==> config.mk <==
export PLATFORM = sky130hd
export DESIGN_NAME = rvs_supply_regs
export DESIGN_NICKNAME = d
export VERILOG_FILES = /design/src/core/rvs_pkg.sv /design/src/core/rvs_input_edge.sv /design/src/core/rvs_supply_regs.sv
export SDC_FILE = /design/constraint.sdc
export NUM_CORES = 1
export LEC_CHECK = 0
export BUFFER_PORTS_ARGS = -buffer_cell sky130_fd_sc_hd__buf_2
export CAP_MARGIN = 25
export CORE_AREA = 8 8 118 98
export DETAILED_ROUTE_END_ITERATION = 16
export DIE_AREA = 0 0 126 106
export PLACE_DENSITY = 0.55
export RECOVER_POWER = 100
export SYNTH_ARGS = -nofsm -noshare
export SYNTH_HDL_FRONTEND = slang
export SYNTH_HIERARCHICAL = 1
export SYNTH_SLANG_ARGS = --single-unit
==> constraint.sdc <==
create_clock -name clk -period 1.6 [get_ports clk]
set_input_delay 0.08 -clock clk [delete_from_list [all_inputs] [get_ports clk]]
set_output_delay 0.08 -clock clk [all_outputs]
set_load 0.01 [all_outputs]
==> src/core/rvs_pkg.sv <==
// Shared constants for the supply control register bank
//
// Summary of operation
// - Voltage input field 6:5 decodes sequencer, inputs 1-3
// - Step-down input edges switch between settings B and A
// - Linear regulator input edges switch settings B and A
// - Enable input field 2:1 edges enable or disable
// - Enable field decode matches voltage field decode
// - Step-down bit 0 requests converter off or on
// - Linear regulator bit 0 requests regulator off or on
// - Config bit keeps sequenced supply on in low power
// - Linear regulator bit 3 disables output pull-down
// - Per-input programmable active level judges transitions
// - Separate choice bit picks setting A or B
package rvs_pkg;

    // ----------------------------------------------------------------
    // Register port geometry
    // ----------------------------------------------------------------
    localparam int ADDR_W = 10;         // Register address width
    localparam int DATA_W = 8;          // Register data width
    localparam int NUM_SUP = 4;         // Supplies handled here
    localparam int NUM_IN = 3;          // General-purpose inputs

    // ----------------------------------------------------------------
    // Register offsets (supply order: stepdown4, stepdown3, linreg1, linreg2)
    // ----------------------------------------------------------------
    localparam logic [ADDR_W-1:0] STEPDOWN4_SUPPLY_CTRL = 10'h022;
    localparam logic [ADDR_W-1:0] STEPDOWN3_SUPPLY_CTRL = 10'h024;
    localparam logic [ADDR_W-1:0] LINREG1_SUPPLY_CTRL = 10'h026;
    localparam logic [ADDR_W-1:0] LINREG2_SUPPLY_CTRL = 10'h027;
    localparam logic [ADDR_W-1:0] SUPPLY_SETTING_CHOICE = 10'h032;
    localparam logic [ADDR_W-1:0] CTRL_ADDR [NUM_SUP] = '{
        STEPDOWN4_SUPPLY_CTRL, STEPDOWN3_SUPPLY_CTRL,
        LINREG1_SUPPLY_CTRL, LINREG2_SUPPLY_CTRL};

    // ----------------------------------------------------------------
    // Field positions in the control registers
    // ----------------------------------------------------------------
    localparam int EN_POS = 0;          // On request
    localparam int ENSEL_LSB = 1;       // Enable input select 2:1
    localparam int SEL_W = 2;           // Width of both select fields
    localparam int SD_CONF_POS = 3;     // Step-down sequence config
    localparam int LR_PD_POS = 3;       // Linear regulator pull-down off
    localparam int VSEL_LSB = 5;        // Voltage input select 6:5
    localparam int LR_CONF_POS = 7;     // Linear regulator sequence config
    localparam int CONF_POS [NUM_SUP] = '{SD_CONF_POS, SD_CONF_POS,
        LR_CONF_POS, LR_CONF_POS};
    localparam int FIRST_LINREG = 2;    // Index of linreg1

    // Writable bits; reserved bits hold zero and read back as zero
    localparam logic [DATA_W-1:0] SD_WMASK = 8'h6f;
    localparam logic [DATA_W-1:0] LR_WMASK = 8'hef;
    localparam logic [DATA_W-1:0] CTRL_WMASK [NUM_SUP] = '{SD_WMASK,
        SD_WMASK, LR_WMASK, LR_WMASK};
    localparam logic [DATA_W-1:0] CTRL_RST = 8'h00;

    // Position of each supply's bit in the setting choice register
    localparam int CHOICE_POS [NUM_SUP] = '{2, 3, 4, 5};
    localparam logic [NUM_SUP-1:0] CHOICE_RST = 4'h0;

    // ----------------------------------------------------------------
    // Input source selection encoding
    // ----------------------------------------------------------------
    typedef enum logic [SEL_W-1:0] {
        SRC_SEQ = 2'h0,
        SRC_IN1 = 2'h1,
        SRC_IN2 = 2'h2,
        SRC_IN3 = 2'h3
    } rvs_src_t;

endpackage

==> src/core/rvs_input_edge.sv <==
// Input synchroniser and active-level edge detector for one pin
module rvs_input_edge (
    input wire logic clk,
    input wire logic sys_rst,
    input wire logic pinIn,
    input wire logic activeHigh,
    output logic goActive,
    output logic goPassive
);
    import rvs_pkg::*;

    // ----------------------------------------------------------------
    // Synchroniser
    // ----------------------------------------------------------------
    logic meta_q;       // First stage, read only by the second
    logic sync_q;       // Settled pin level
    logic prev_q;       // Level one cycle earlier

    // Two flops before anything looks at the pin
    always_ff @(posedge clk or posedge sys_rst) begin
        if (sys_rst) begin
            meta_q <= 1'b0;
            sync_q <= 1'b0;
            prev_q <= 1'b0;
        end else begin
            meta_q <= pinIn;
            sync_q <= meta_q;
            prev_q <= sync_q;
        end
    end

    // ----------------------------------------------------------------
    // Edge events
    // ----------------------------------------------------------------
    // Edges are taken on the raw level and then mapped by polarity, so a
    // change of the polarity setting alone never fakes a transition
    always_comb begin
        goActive = activeHigh ? (sync_q & ~prev_q) : (~sync_q & prev_q);
        goPassive = activeHigh ? (~sync_q & prev_q) : (sync_q & ~prev_q);
    end
endmodule

==> src/core/rvs_supply_regs.sv <==
// Supply enable and voltage setting control registers
module rvs_supply_regs (
    input wire logic clk,
    input wire logic sys_rst,
    input wire logic [rvs_pkg::ADDR_W-1:0] regAddr,
    input wire logic regWrite,
    input wire logic regRead,
    input wire logic [rvs_pkg::DATA_W-1:0] regWrData,
    output logic [rvs_pkg::DATA_W-1:0] regRdData_q,
    input wire logic generalInputOne,
    input wire logic generalInputTwo,
    input wire logic generalInputThree,
    input wire logic [rvs_pkg::NUM_IN-1:0] inputActiveLevel,
    input wire logic lowPowerState,
    output logic [rvs_pkg::NUM_SUP-1:0] supplyOn_q,
    output logic [rvs_pkg::NUM_SUP-1:0] settingB_q,
    output logic [1:0] pulldownActive_q
);
    import rvs_pkg::*;

    // ----------------------------------------------------------------
    // Storage
    // ----------------------------------------------------------------
    logic [DATA_W-1:0] ctrl_q [NUM_SUP];    // Control registers
    logic [NUM_SUP-1:0] supplyOn_d;         // Next on state per supply
    logic [1:0] pulldownActive_d;           // Next pull-down state

    // ----------------------------------------------------------------
    // Input event detection
    // ----------------------------------------------------------------
    logic [NUM_IN-1:0] pinVec;      // Pins gathered in order one..three
    logic [NUM_IN-1:0] riseEvt;     // Passive-to-active events
    logic [NUM_IN-1:0] fallEvt;     // Active-to-passive events

    assign pinVec = {generalInputThree, generalInputTwo, generalInputOne};

    // One synchroniser and edge detector per input pin
    for (genvar g = 0; g < NUM_IN; g++) begin : gInput
        rvs_input_edge uEdge (
            .clk(clk),
            .sys_rst(sys_rst),
            .pinIn(pinVec[g]),
            .activeHigh(inputActiveLevel[g]),
            .goActive(riseEvt[g]),
            .goPassive(fallEvt[g])
        );
    end

    // Pick the event of the input a select field names; sequencer gives none
    function automatic logic pickEvt(input logic [SEL_W-1:0] sel,
                                     input logic [NUM_IN-1:0] evt);
        case (rvs_src_t'(sel))
            SRC_IN1: pickEvt = evt[0];
            SRC_IN2: pickEvt = evt[1];
            SRC_IN3: pickEvt = evt[2];
            default: pickEvt = 1'b0;    // Sequencer owns the bit
        endcase
    endfunction

    // ----------------------------------------------------------------
    // Per-supply event routing
    // ----------------------------------------------------------------
    logic [NUM_SUP-1:0] enOnEvt;    // Enable input went active
    logic [NUM_SUP-1:0] enOffEvt;   // Enable input went passive
    logic [NUM_SUP-1:0] volBEvt;    // Voltage input went active
    logic [NUM_SUP-1:0] volAEvt;    // Voltage input went passive

    // Decode both select fields with the same source table
    always_comb begin
        for (int i = 0; i < NUM_SUP; i++) begin
            enOnEvt[i] = pickEvt(ctrl_q[i][ENSEL_LSB +: SEL_W], riseEvt);
            enOffEvt[i] = pickEvt(ctrl_q[i][ENSEL_LSB +: SEL_W], fallEvt);
            volBEvt[i] = pickEvt(ctrl_q[i][VSEL_LSB +: SEL_W], riseEvt);
            volAEvt[i] = pickEvt(ctrl_q[i][VSEL_LSB +: SEL_W], fallEvt);
        end
    end

    // ----------------------------------------------------------------
    // Control registers
    // ----------------------------------------------------------------
    // Host writes land first; an input event in the same cycle wins on the
    // on bit, so a transition is never lost behind a host write
    always_ff @(posedge clk or posedge sys_rst) begin
        if (sys_rst) begin
            for (int i = 0; i < NUM_SUP; i++) begin
                ctrl_q[i] <= CTRL_RST;
            end
        end else begin
            for (int i = 0; i < NUM_SUP; i++) begin
                if (regWrite && regAddr == CTRL_ADDR[i]) begin
                    ctrl_q[i] <= regWrData & CTRL_WMASK[i];
                end
                if (enOnEvt[i]) begin
                    ctrl_q[i][EN_POS] <= 1'b1;
                end else if (enOffEvt[i]) begin
                    ctrl_q[i][EN_POS] <= 1'b0;
                end
            end
        end
    end

    // ----------------------------------------------------------------
    // Setting choice register (A = 0, B = 1)
    // ----------------------------------------------------------------
    // The output flops are the register itself; input events override a
    // host write in the same cycle
    always_ff @(posedge clk or posedge sys_rst) begin
        if (sys_rst) begin
            settingB_q <= CHOICE_RST;
        end else begin
            for (int i = 0; i < NUM_SUP; i++) begin
                if (regWrite && regAddr == SUPPLY_SETTING_CHOICE) begin
                    settingB_q[i] <= regWrData[CHOICE_POS[i]];
                end
                if (volBEvt[i]) begin
                    settingB_q[i] <= 1'b1;
                end else if (volAEvt[i]) begin
                    settingB_q[i] <= 1'b0;
                end
            end
        end
    end

    // ----------------------------------------------------------------
    // Supply on requests and pull-down control
    // ----------------------------------------------------------------
    // The on/off priority ordering lives in the sequencer downstream; this
    // block only presents the request. In low power only sequenced supplies
    // keep their request.
    always_comb begin
        for (int i = 0; i < NUM_SUP; i++) begin
            supplyOn_d[i] = ctrl_q[i][EN_POS]
                & (~lowPowerState | ctrl_q[i][CONF_POS[i]]);
        end
        for (int k = 0; k < 2; k++) begin
            pulldownActive_d[k] = ~supplyOn_d[FIRST_LINREG + k]
                & ~ctrl_q[FIRST_LINREG + k][LR_PD_POS];
        end
    end

    // Outputs leave straight from flops
    always_ff @(posedge clk or posedge sys_rst) begin
        if (sys_rst) begin
            supplyOn_q <= '0;
            pulldownActive_q <= '0;
        end else begin
            supplyOn_q <= supplyOn_d;
            pulldownActive_q <= pulldownActive_d;
        end
    end

    // ----------------------------------------------------------------
    // Read path
    // ----------------------------------------------------------------
    logic [DATA_W-1:0] rdMux;       // Selected read value

    // Unmapped offsets read as zero
    always_comb begin
        rdMux = '0;
        for (int i = 0; i < NUM_SUP; i++) begin
            if (regAddr == CTRL_ADDR[i]) begin
                rdMux = ctrl_q[i];
            end
            if (regAddr == SUPPLY_SETTING_CHOICE) begin
                rdMux[CHOICE_POS[i]] = settingB_q[i];
            end
        end
    end

    // Read data is held until the next read strobe
    always_ff @(posedge clk or posedge sys_rst) begin
        if (sys_rst) begin
            regRdData_q <= '0;
        end else if (regRead) begin
            regRdData_q <= rdMux;
        end
    end

    logic wrCtrl0;      // Host writes stepdown4 control this cycle
    logic wrChoice;     // Host writes the choice register this cycle
    assign wrCtrl0 = regWrite && regAddr == STEPDOWN4_SUPPLY_CTRL;
    assign wrChoice = regWrite && regAddr == SUPPLY_SETTING_CHOICE;
endmodule

==> out/metrics.yaml, run 1 <==
tritoncts: "built"
synth_compound_area_share_pct: 13.5
start_util_pct: 28.8
wl_per_cell_um: 17.6
crit_buf_inv: 3
fin_nets: 365
grt_usage_pct: 12.2
clkPwrFrac_pct: 40.2
place_hpwl_mm: 6.00
drt_iter0_drc: 125
clock-sinks: 53
synth-edff-count: 0
muxShareOfSynthArea_pct: 21.2
grt_pass1_wl_mm: 12.9
rsz0062_at_grt: "false"
seq_power_share_pct: 45.0
synth_simple_gate_area_share_pct: 14.6
fin_hold_ws_ps: 35.1
ys_top_cells_by_count: "53 x dfrtp_1, 31 x mux2_2, 25 x mux2i_1, 18 x o21ai_0, 17 x nand2_1"
antennaDiodeCount: 0
hold_violations: 0
cp_top_family: "simple AND/OR/NAND/NOR gates"
synthesis.nets: 288
dr.pass1.iters: 4
hold_class: "in -> reg"
clockRootBuffer: "clkbuf_16"
io_buffers: 46
combPwrFrac_pct: 14.8
worstSetupPathType: "in -> reg"
fmax_ghz: 0.640
worstSkewPairLatency_ps: 300
synth_top_family_by_area: "multiplexers"
cts_buffers: 5
final_area_um2: 3550
cp.required_ps: 1790
grt_max_degree: 45
die_area_um2: 13400
yosys.cell_count.top_type: "dfrtp_1"
min_period_ps: 1560
syn_area_per_cell_um2: 10.9
detail-route-antenna-nets: 0
status: "finished, final reports clean"
die_w_um: 126
path_cells: "buf_2 > or4b_1 > buf_4 > nor3_1 > clkbuf_2 > mux2_2"
p_int_mw: 2.59
leakage_nw: 1.59
post_cts_buffers: 0
clkTransAtPathRegs_ps: 70
global_route.overflow_total: 0
tightest_slew_ps: 1010
cp-start-kind: "input port"
ys_types: 48
area_growth_syn_to_layout_pct: 25.6
coreArea_um2: 9830
cts_max_path_buffers: 2
syn_inst: 259
p_switching_mw: 0.902
synth_fa_ha_area_share_pct: 0
vias_per_cell: 5.12
synth.top_cell.area_share_pct: 46.9
path_max_fanout: 7
period_share_pct: 97.6
ys_dominant_reg_cell: "dfrtp_1"
ys_seq_area_share_pct: 46.9
grt_pass1_vias: 2336
synth_xor_area_share_pct: 0
pin_count: 47
swShare_pct: 25.9
powerDensity_nw_per_um2: 982
skew_ps: 7.50
synth_warnings: 6
async_flop_share_pct: 100
setup_viol: 0
relSlewSlack_pct: 32.8
fp.dieH_um: 106
antenna_found_initial: 0
synth-seq-cells: 53
worst_ep_arrival_time_ps: 1750
gp_congestion: 0.838
yosys.area.top_type: "dfrtp_1"
rows: 33
crit_slowest_cell: "or4b_1"
synth.cell_area_um2: 2830
slowest_delay_ps: 510
fin_total_pwr_mw: 3.49
wirelength_mm: 8.08
peakVddDrop_v: 0.000598
maxCapViolations: 0
placed_area_um2: 3400
htreeDepth: 2
drive_above_1_share_pct: 29.1
drv_slew: 0
synth_area_leaders: "dfrtp_1 47%, mux2_2 12%, mux2i_1 8.8%"
vias: 2349
worstSetupEndpointType: "register"
remaining_drc_errors: 0
power groups by stage:
stage                     logic (mW)  clock network [mW]  registers (mW)
after floorplan                0.249                   0            1.60
after global placement         0.538                   0            1.60
after detailed placement       0.545                   0            1.60
after CTS                      0.557                1.44            1.57
after global routing           0.572                1.50            1.59
final                          0.516                1.40            1.57
cell usage in the layout (no fill, tap or decap), drive strengths merged, types with 2 or more instances in the layout:
cell type / instances
dfrtp: 53
buf: 51
mux2: 31
clkbuf: 31
mux2i: 25
o21ai: 19
nand2: 17
nand4: 13
inv: 12
a21o: 9
a21oi: 8
nor2: 6
nand3: 5
dlygate4sd3: 5
nor3: 4
a21boi: 4
nand2b: 4
nor2b: 3
or2b: 3
nor4: 2
o2bb2ai: 2
o2111ai: 2
a31oi: 2
bufinv: 2
nor3b: 2
or3: 2
clkinv: 2
cells by family after synthesis:
| logic type | Yosys count |
|---|---|
| and+or+nand+nor | 68 |
| AOI/OAI and AO/OA | 57 |
| muxes | 56 |
| DFF | 53 |
| buffers and inverters | 25 |
registers in the layout (all words and copies together), names as in the netlist:
name and flops:
ctrl_q 26, gInput.uEdge/meta_q 3, gInput.uEdge/prev_q 3, gInput.uEdge/sync_q 3, pulldownActive_q 2, regRdData_q 8
settingB_q 4, supplyOn_q 4
stage by stage:
step | std cells | TNS [ps] | setup slack, ps | utilization (%)
after global placement | 446 | -995 | -103 | 34.6
final | 459 | 0 | 38.4 | 36.1
after CTS | 459 | 0 | 78.2 | 37.0
after detailed placement | 446 | -1260 | -117 | 34.6
after global routing | 459 | 0 | 11.5 | 36.1
after floorplan | 259 | 0 | 0.380 | -
layout make-up:
cell class              instances  area [um2]
clock inverters                 3        65.1
clock buffers                   5         125
multi-input cells             181        1370
repair buffers                 82         465
inverters                      13        48.8
well taps                     122         153
flip-flops and latches         53        1330
fillers                      1009        6280
layer usage:
metal / routed length [um] / global-route usage [%] / vias up
met5: 0 / 0 / -
met4: 66 / 3.34 / 0
met3: 499 / 3.95 / 7
met2: 3480 / 17.7 / 62
met1: 4030 / 17.1 / 1167
li1: - / - / 1113
path summary, 6_finish.rpt:
path | from | end | slack (ps) | cells after the start
min in group asynchronous | sys_rst | gInput[0].uEdge/prev_q$_DFF_PP0_ | 220 | 3
worst max-delay path | regAddr[7] | ctrl_q[1]$_DFFE_PP0P_ | 40 | 6
max in group asynchronous | sys_rst | ctrl_q[16]$_DFFE_PP0P_ | 290 | 4
worst min register to register | gInput[1].uEdge/meta_q$_DFF_PP0_ | gInput[1].uEdge/sync_q$_DFF_PP0_ | 350 | 0
worst max register to register | ctrl_q[21]$_DFFE_PP0P_ | regRdData_q[5]$_DFFE_PP0P_ | 100 | 4
worst min-delay path | lowPowerState | supplyOn_q[1]$_DFF_PP0_ | 40 | 2
what timing repair did:
action                                 4_1_cts  5_1_grt
endpoints found under the hold margin       57        0
hold buffers                                 5        0
gates resized for setup                      1        0
setup endpoints to repair                    1        0
Power figures use the tool's default switching activity.
==> inputs of run 2 (changes only) <==
Settings changed: CORE_AREA 8 8 118 98 to 3 3 102 104, DIE_AREA 0 0 126 106 to 0 0 105 107, PLACE_DENSITY 0.55 to 0.54.
==> run 2 against run 1 <==
Via count down 2.9%. Sequential power about the same. Combinational power shrank 2%. Clock power down 30%. Flip-flop and latch count unchanged. Maximum frequency grew 3.6%. Clock-buffer cell count rose by 1. Power fell by 12%. Global-route usage increased by 1.4 points. Cell area fell by 1.1%. Hold slack got worse by 30 ps. Critical path type is now reg -> reg. Largest cell class unchanged.
==> out/metrics.yaml, run 2 (same netlist as run 1, synthesis figures left out) <==
peakVddDrop_v: 0.000310  # -48%
relSlewSlack_pct: 32.9  # +0.16 points
htreeDepth: 2  # unchanged
worstSetupEndpointType: "register"
maxCapViolations: 0  # unchanged
post_cts_buffers: 0  # unchanged
worst_ep_arrival_time_ps: 1750  # about the same
p_switching_mw: 0.857  # -4.9%
fin_nets: 362  # -0.82%
grt_pass1_vias: 2248  # -3.8%
cp-start-kind: "register"
pin_count: 47  # unchanged
worstSetupPathType: "reg -> reg"
hold_class: "in -> reg"
setup_viol: 0  # unchanged
p_int_mw: 2.20  # -15%
routed-wl-met2_mm: 3.43  # -1.3%
drt_iter0_drc: 110  # -12%
detail-route-antenna-nets: 0  # unchanged
cts_max_path_buffers: 2  # unchanged
num-fill-cells: 1012  # +0.30%
die_w_um: 105  # -17%
remaining_drc_errors: 0  # unchanged
wl_per_cell_um: 16.1  # -8.4%
clkPwrFrac_pct: 32.0  # -8.2 points
skew_ps: 10.4  # +2.91 ps
clockRootBuffer: "clkbuf_8"
final_area_um2: 3510  # -1.1%
vias: 2280  # -2.9%
fmax_ghz: 0.664  # +3.6%
hold_end: "ctrl_q[15]$_DFFE_PP0P_"
placed_area_um2: 3410  # +0.33%
wirelength_mm: 7.52  # -6.8%
hold_violations: 0  # unchanged
io_buffers: 46  # unchanged
rr_endpoint: "regRdData_q[5]$_DFFE_PP0P_"
reg.largest.list: "ctrl_q: 26 flops, regRdData_q: 8 flops"
r2r_start: "ctrl_q[21]$_DFFE_PP0P_"
die_area_um2: 11200  # -16%
final_common_cell: "dfrtp_1"
place_hpwl_mm: 5.52  # -8.0%
drive_above_1_share_pct: 29.6  # +0.56 points
seq_power_share_pct: 51.4  # +6.4 points
clkTransAtPathRegs_ps: 110  # +40 ps
status: "finished, final reports clean"
gp_congestion: 0.828  # -1.2%
coreArea_um2: 9640  # -1.9%
wl_met3_um: 237  # -53%
drv_slew: 0  # unchanged
holdCritStartpoint: "regWrData[7]"
cts_buffers: 5  # unchanged
area.sequential_um2: 1330  # unchanged
largest_reg_flops: 26  # unchanged
cp.required_ps: 1850  # +60 ps
vias_per_cell: 4.88  # -4.6%
swShare_pct: 28.1  # +2.2 points
tritoncts: "built"
grt_pass1_wl_mm: 12.2  # -5.4%
powerDensity_nw_per_um2: 870  # -11%
clock-sinks: 53  # unchanged
worstSkewPairLatency_ps: 310  # about the same
worst-r2r-cell-count: 4  # unchanged
fp.dieH_um: 107  # +0.94%
rrSetupSlack_ps: 90  # about the same
min_period_ps: 1510  # -55.0 ps
layout_common_cells: "53 x dfrtp_1, 31 x mux2_2, 29 x buf_2, 25 x mux2i_1, 22 x clkbuf_1"
antenna_found_initial: 0  # unchanged
antennaDiodeCount: 0  # unchanged
multi_input_area_um2: 1400  # +2.1%
period_share_pct: 94.2  # -3.4 points
regMostFlops: "ctrl_q"
min_path_cells: 3  # +1
grt_max_degree: 45  # unchanged
path_max_fanout: 2  # -5
dr.pass1.iters: 4  # unchanged
global_route.overflow_total: 0  # unchanged
post-route-util_pct: 36.4  # +0.29 points
top_layer_used: "met4"
startpoint: "ctrl_q[21]$_DFFE_PP0P_"
start_util_pct: 29.3  # +0.56 points
rsz0062_at_grt: "false"
area_growth_syn_to_layout_pct: 24.2
rows: 36  # +9.1%
leakage_nw: 1.56  # -1.6%
combPwrFrac_pct: 16.6  # +1.8 points
met1_length_mm: 3.80  # -5.8%
grt_usage_pct: 13.7  # +1.4 points
tightest_slew_ps: 1010  # -2.40 ps
## run 2: changes by cell type in the layout (fill, tap and decap cells not counted), sizes merged
cell,delta
buf,-1
bufinv,-1
clkinv,-1
clkinvlp,+1
dlygate4sd3,-1
## run 2: critical path, cell delays in order (launching register included)
cell and delay [ps]:
dfrtp_1 360, or3b_4 370, a211o_1 250, a221o_1 300, a31oi_1 160
## run 2: worst max-delay path by stage
stage | to | slack [ps] | cells past startpoint
final | regRdData_q[5]$_DFFE_PP0P_ | 90 | 4
after global routing | ctrl_q[6]$_DFFE_PP0P_ | 10 | 6
after CTS | regRdData_q[5]$_DFFE_PP0P_ | 9 | 4
after detailed placement | regRdData_q[0]$_DFFE_PP0P_ | -110 | 6
after global placement | regRdData_q[0]$_DFFE_PP0P_ | -100 | 6
after floorplan | ctrl_q[10]$_DFFE_PP0P_ | 0.4 | 4
## run 2: cell type report
cell class              instances  area share, %
multi-input cells             181           39.8
clock buffers                   6           2.35
repair buffers                 79           12.9
well taps                     133           4.74
flip-flops and latches         53           37.8
inverters                      13           1.39
clock inverters                 2           1.07
## run 2: metrics by stage
stage                     hold WS [ps]  total power, mW  TNS [ps]  setup slack, ps  instances
final                             5.47             3.05         0             93.4        467
after global routing              22.8             3.22         0             10.5        467
after CTS                         5.45             3.11         0             8.98        467
after detailed placement         -12.9             2.13     -1290             -107        455
after global placement           -19.1             2.12     -1260            -99.3        455
after floorplan                   -166             1.85         0            0.380        259
## run 2: metal layers
| layer | vias to the layer above | track usage, % |
|---|---|---|
| met3 | 7 | 2.53 |
| li1 | 1107 | - |
| met4 | 0 | 2.53 |
| met2 | 42 | 21.6 |
| met5 | - | 0 |
| met1 | 1124 | 19.7 |
## run 2: power by group through the flow
| stage | sequential [mW] | combinational (mW) | clock [mW] |
|---|---|---|---|
| floorplan | 1.60 | 0.249 | 0 |
| global placement | 1.59 | 0.531 | 0 |
| detailed placement | 1.59 | 0.533 | 0 |
| CTS | 1.57 | 0.541 | 1.00 |
| global route | 1.59 | 0.565 | 1.06 |
| finish | 1.57 | 0.506 | 0.979 |
## run 2: timing repair
item,in CTS,in global routing
gates resized for setup,0,2
endpoints found under the setup margin,0,2
hold buffers,4,0
endpoints found under the hold margin,56,0
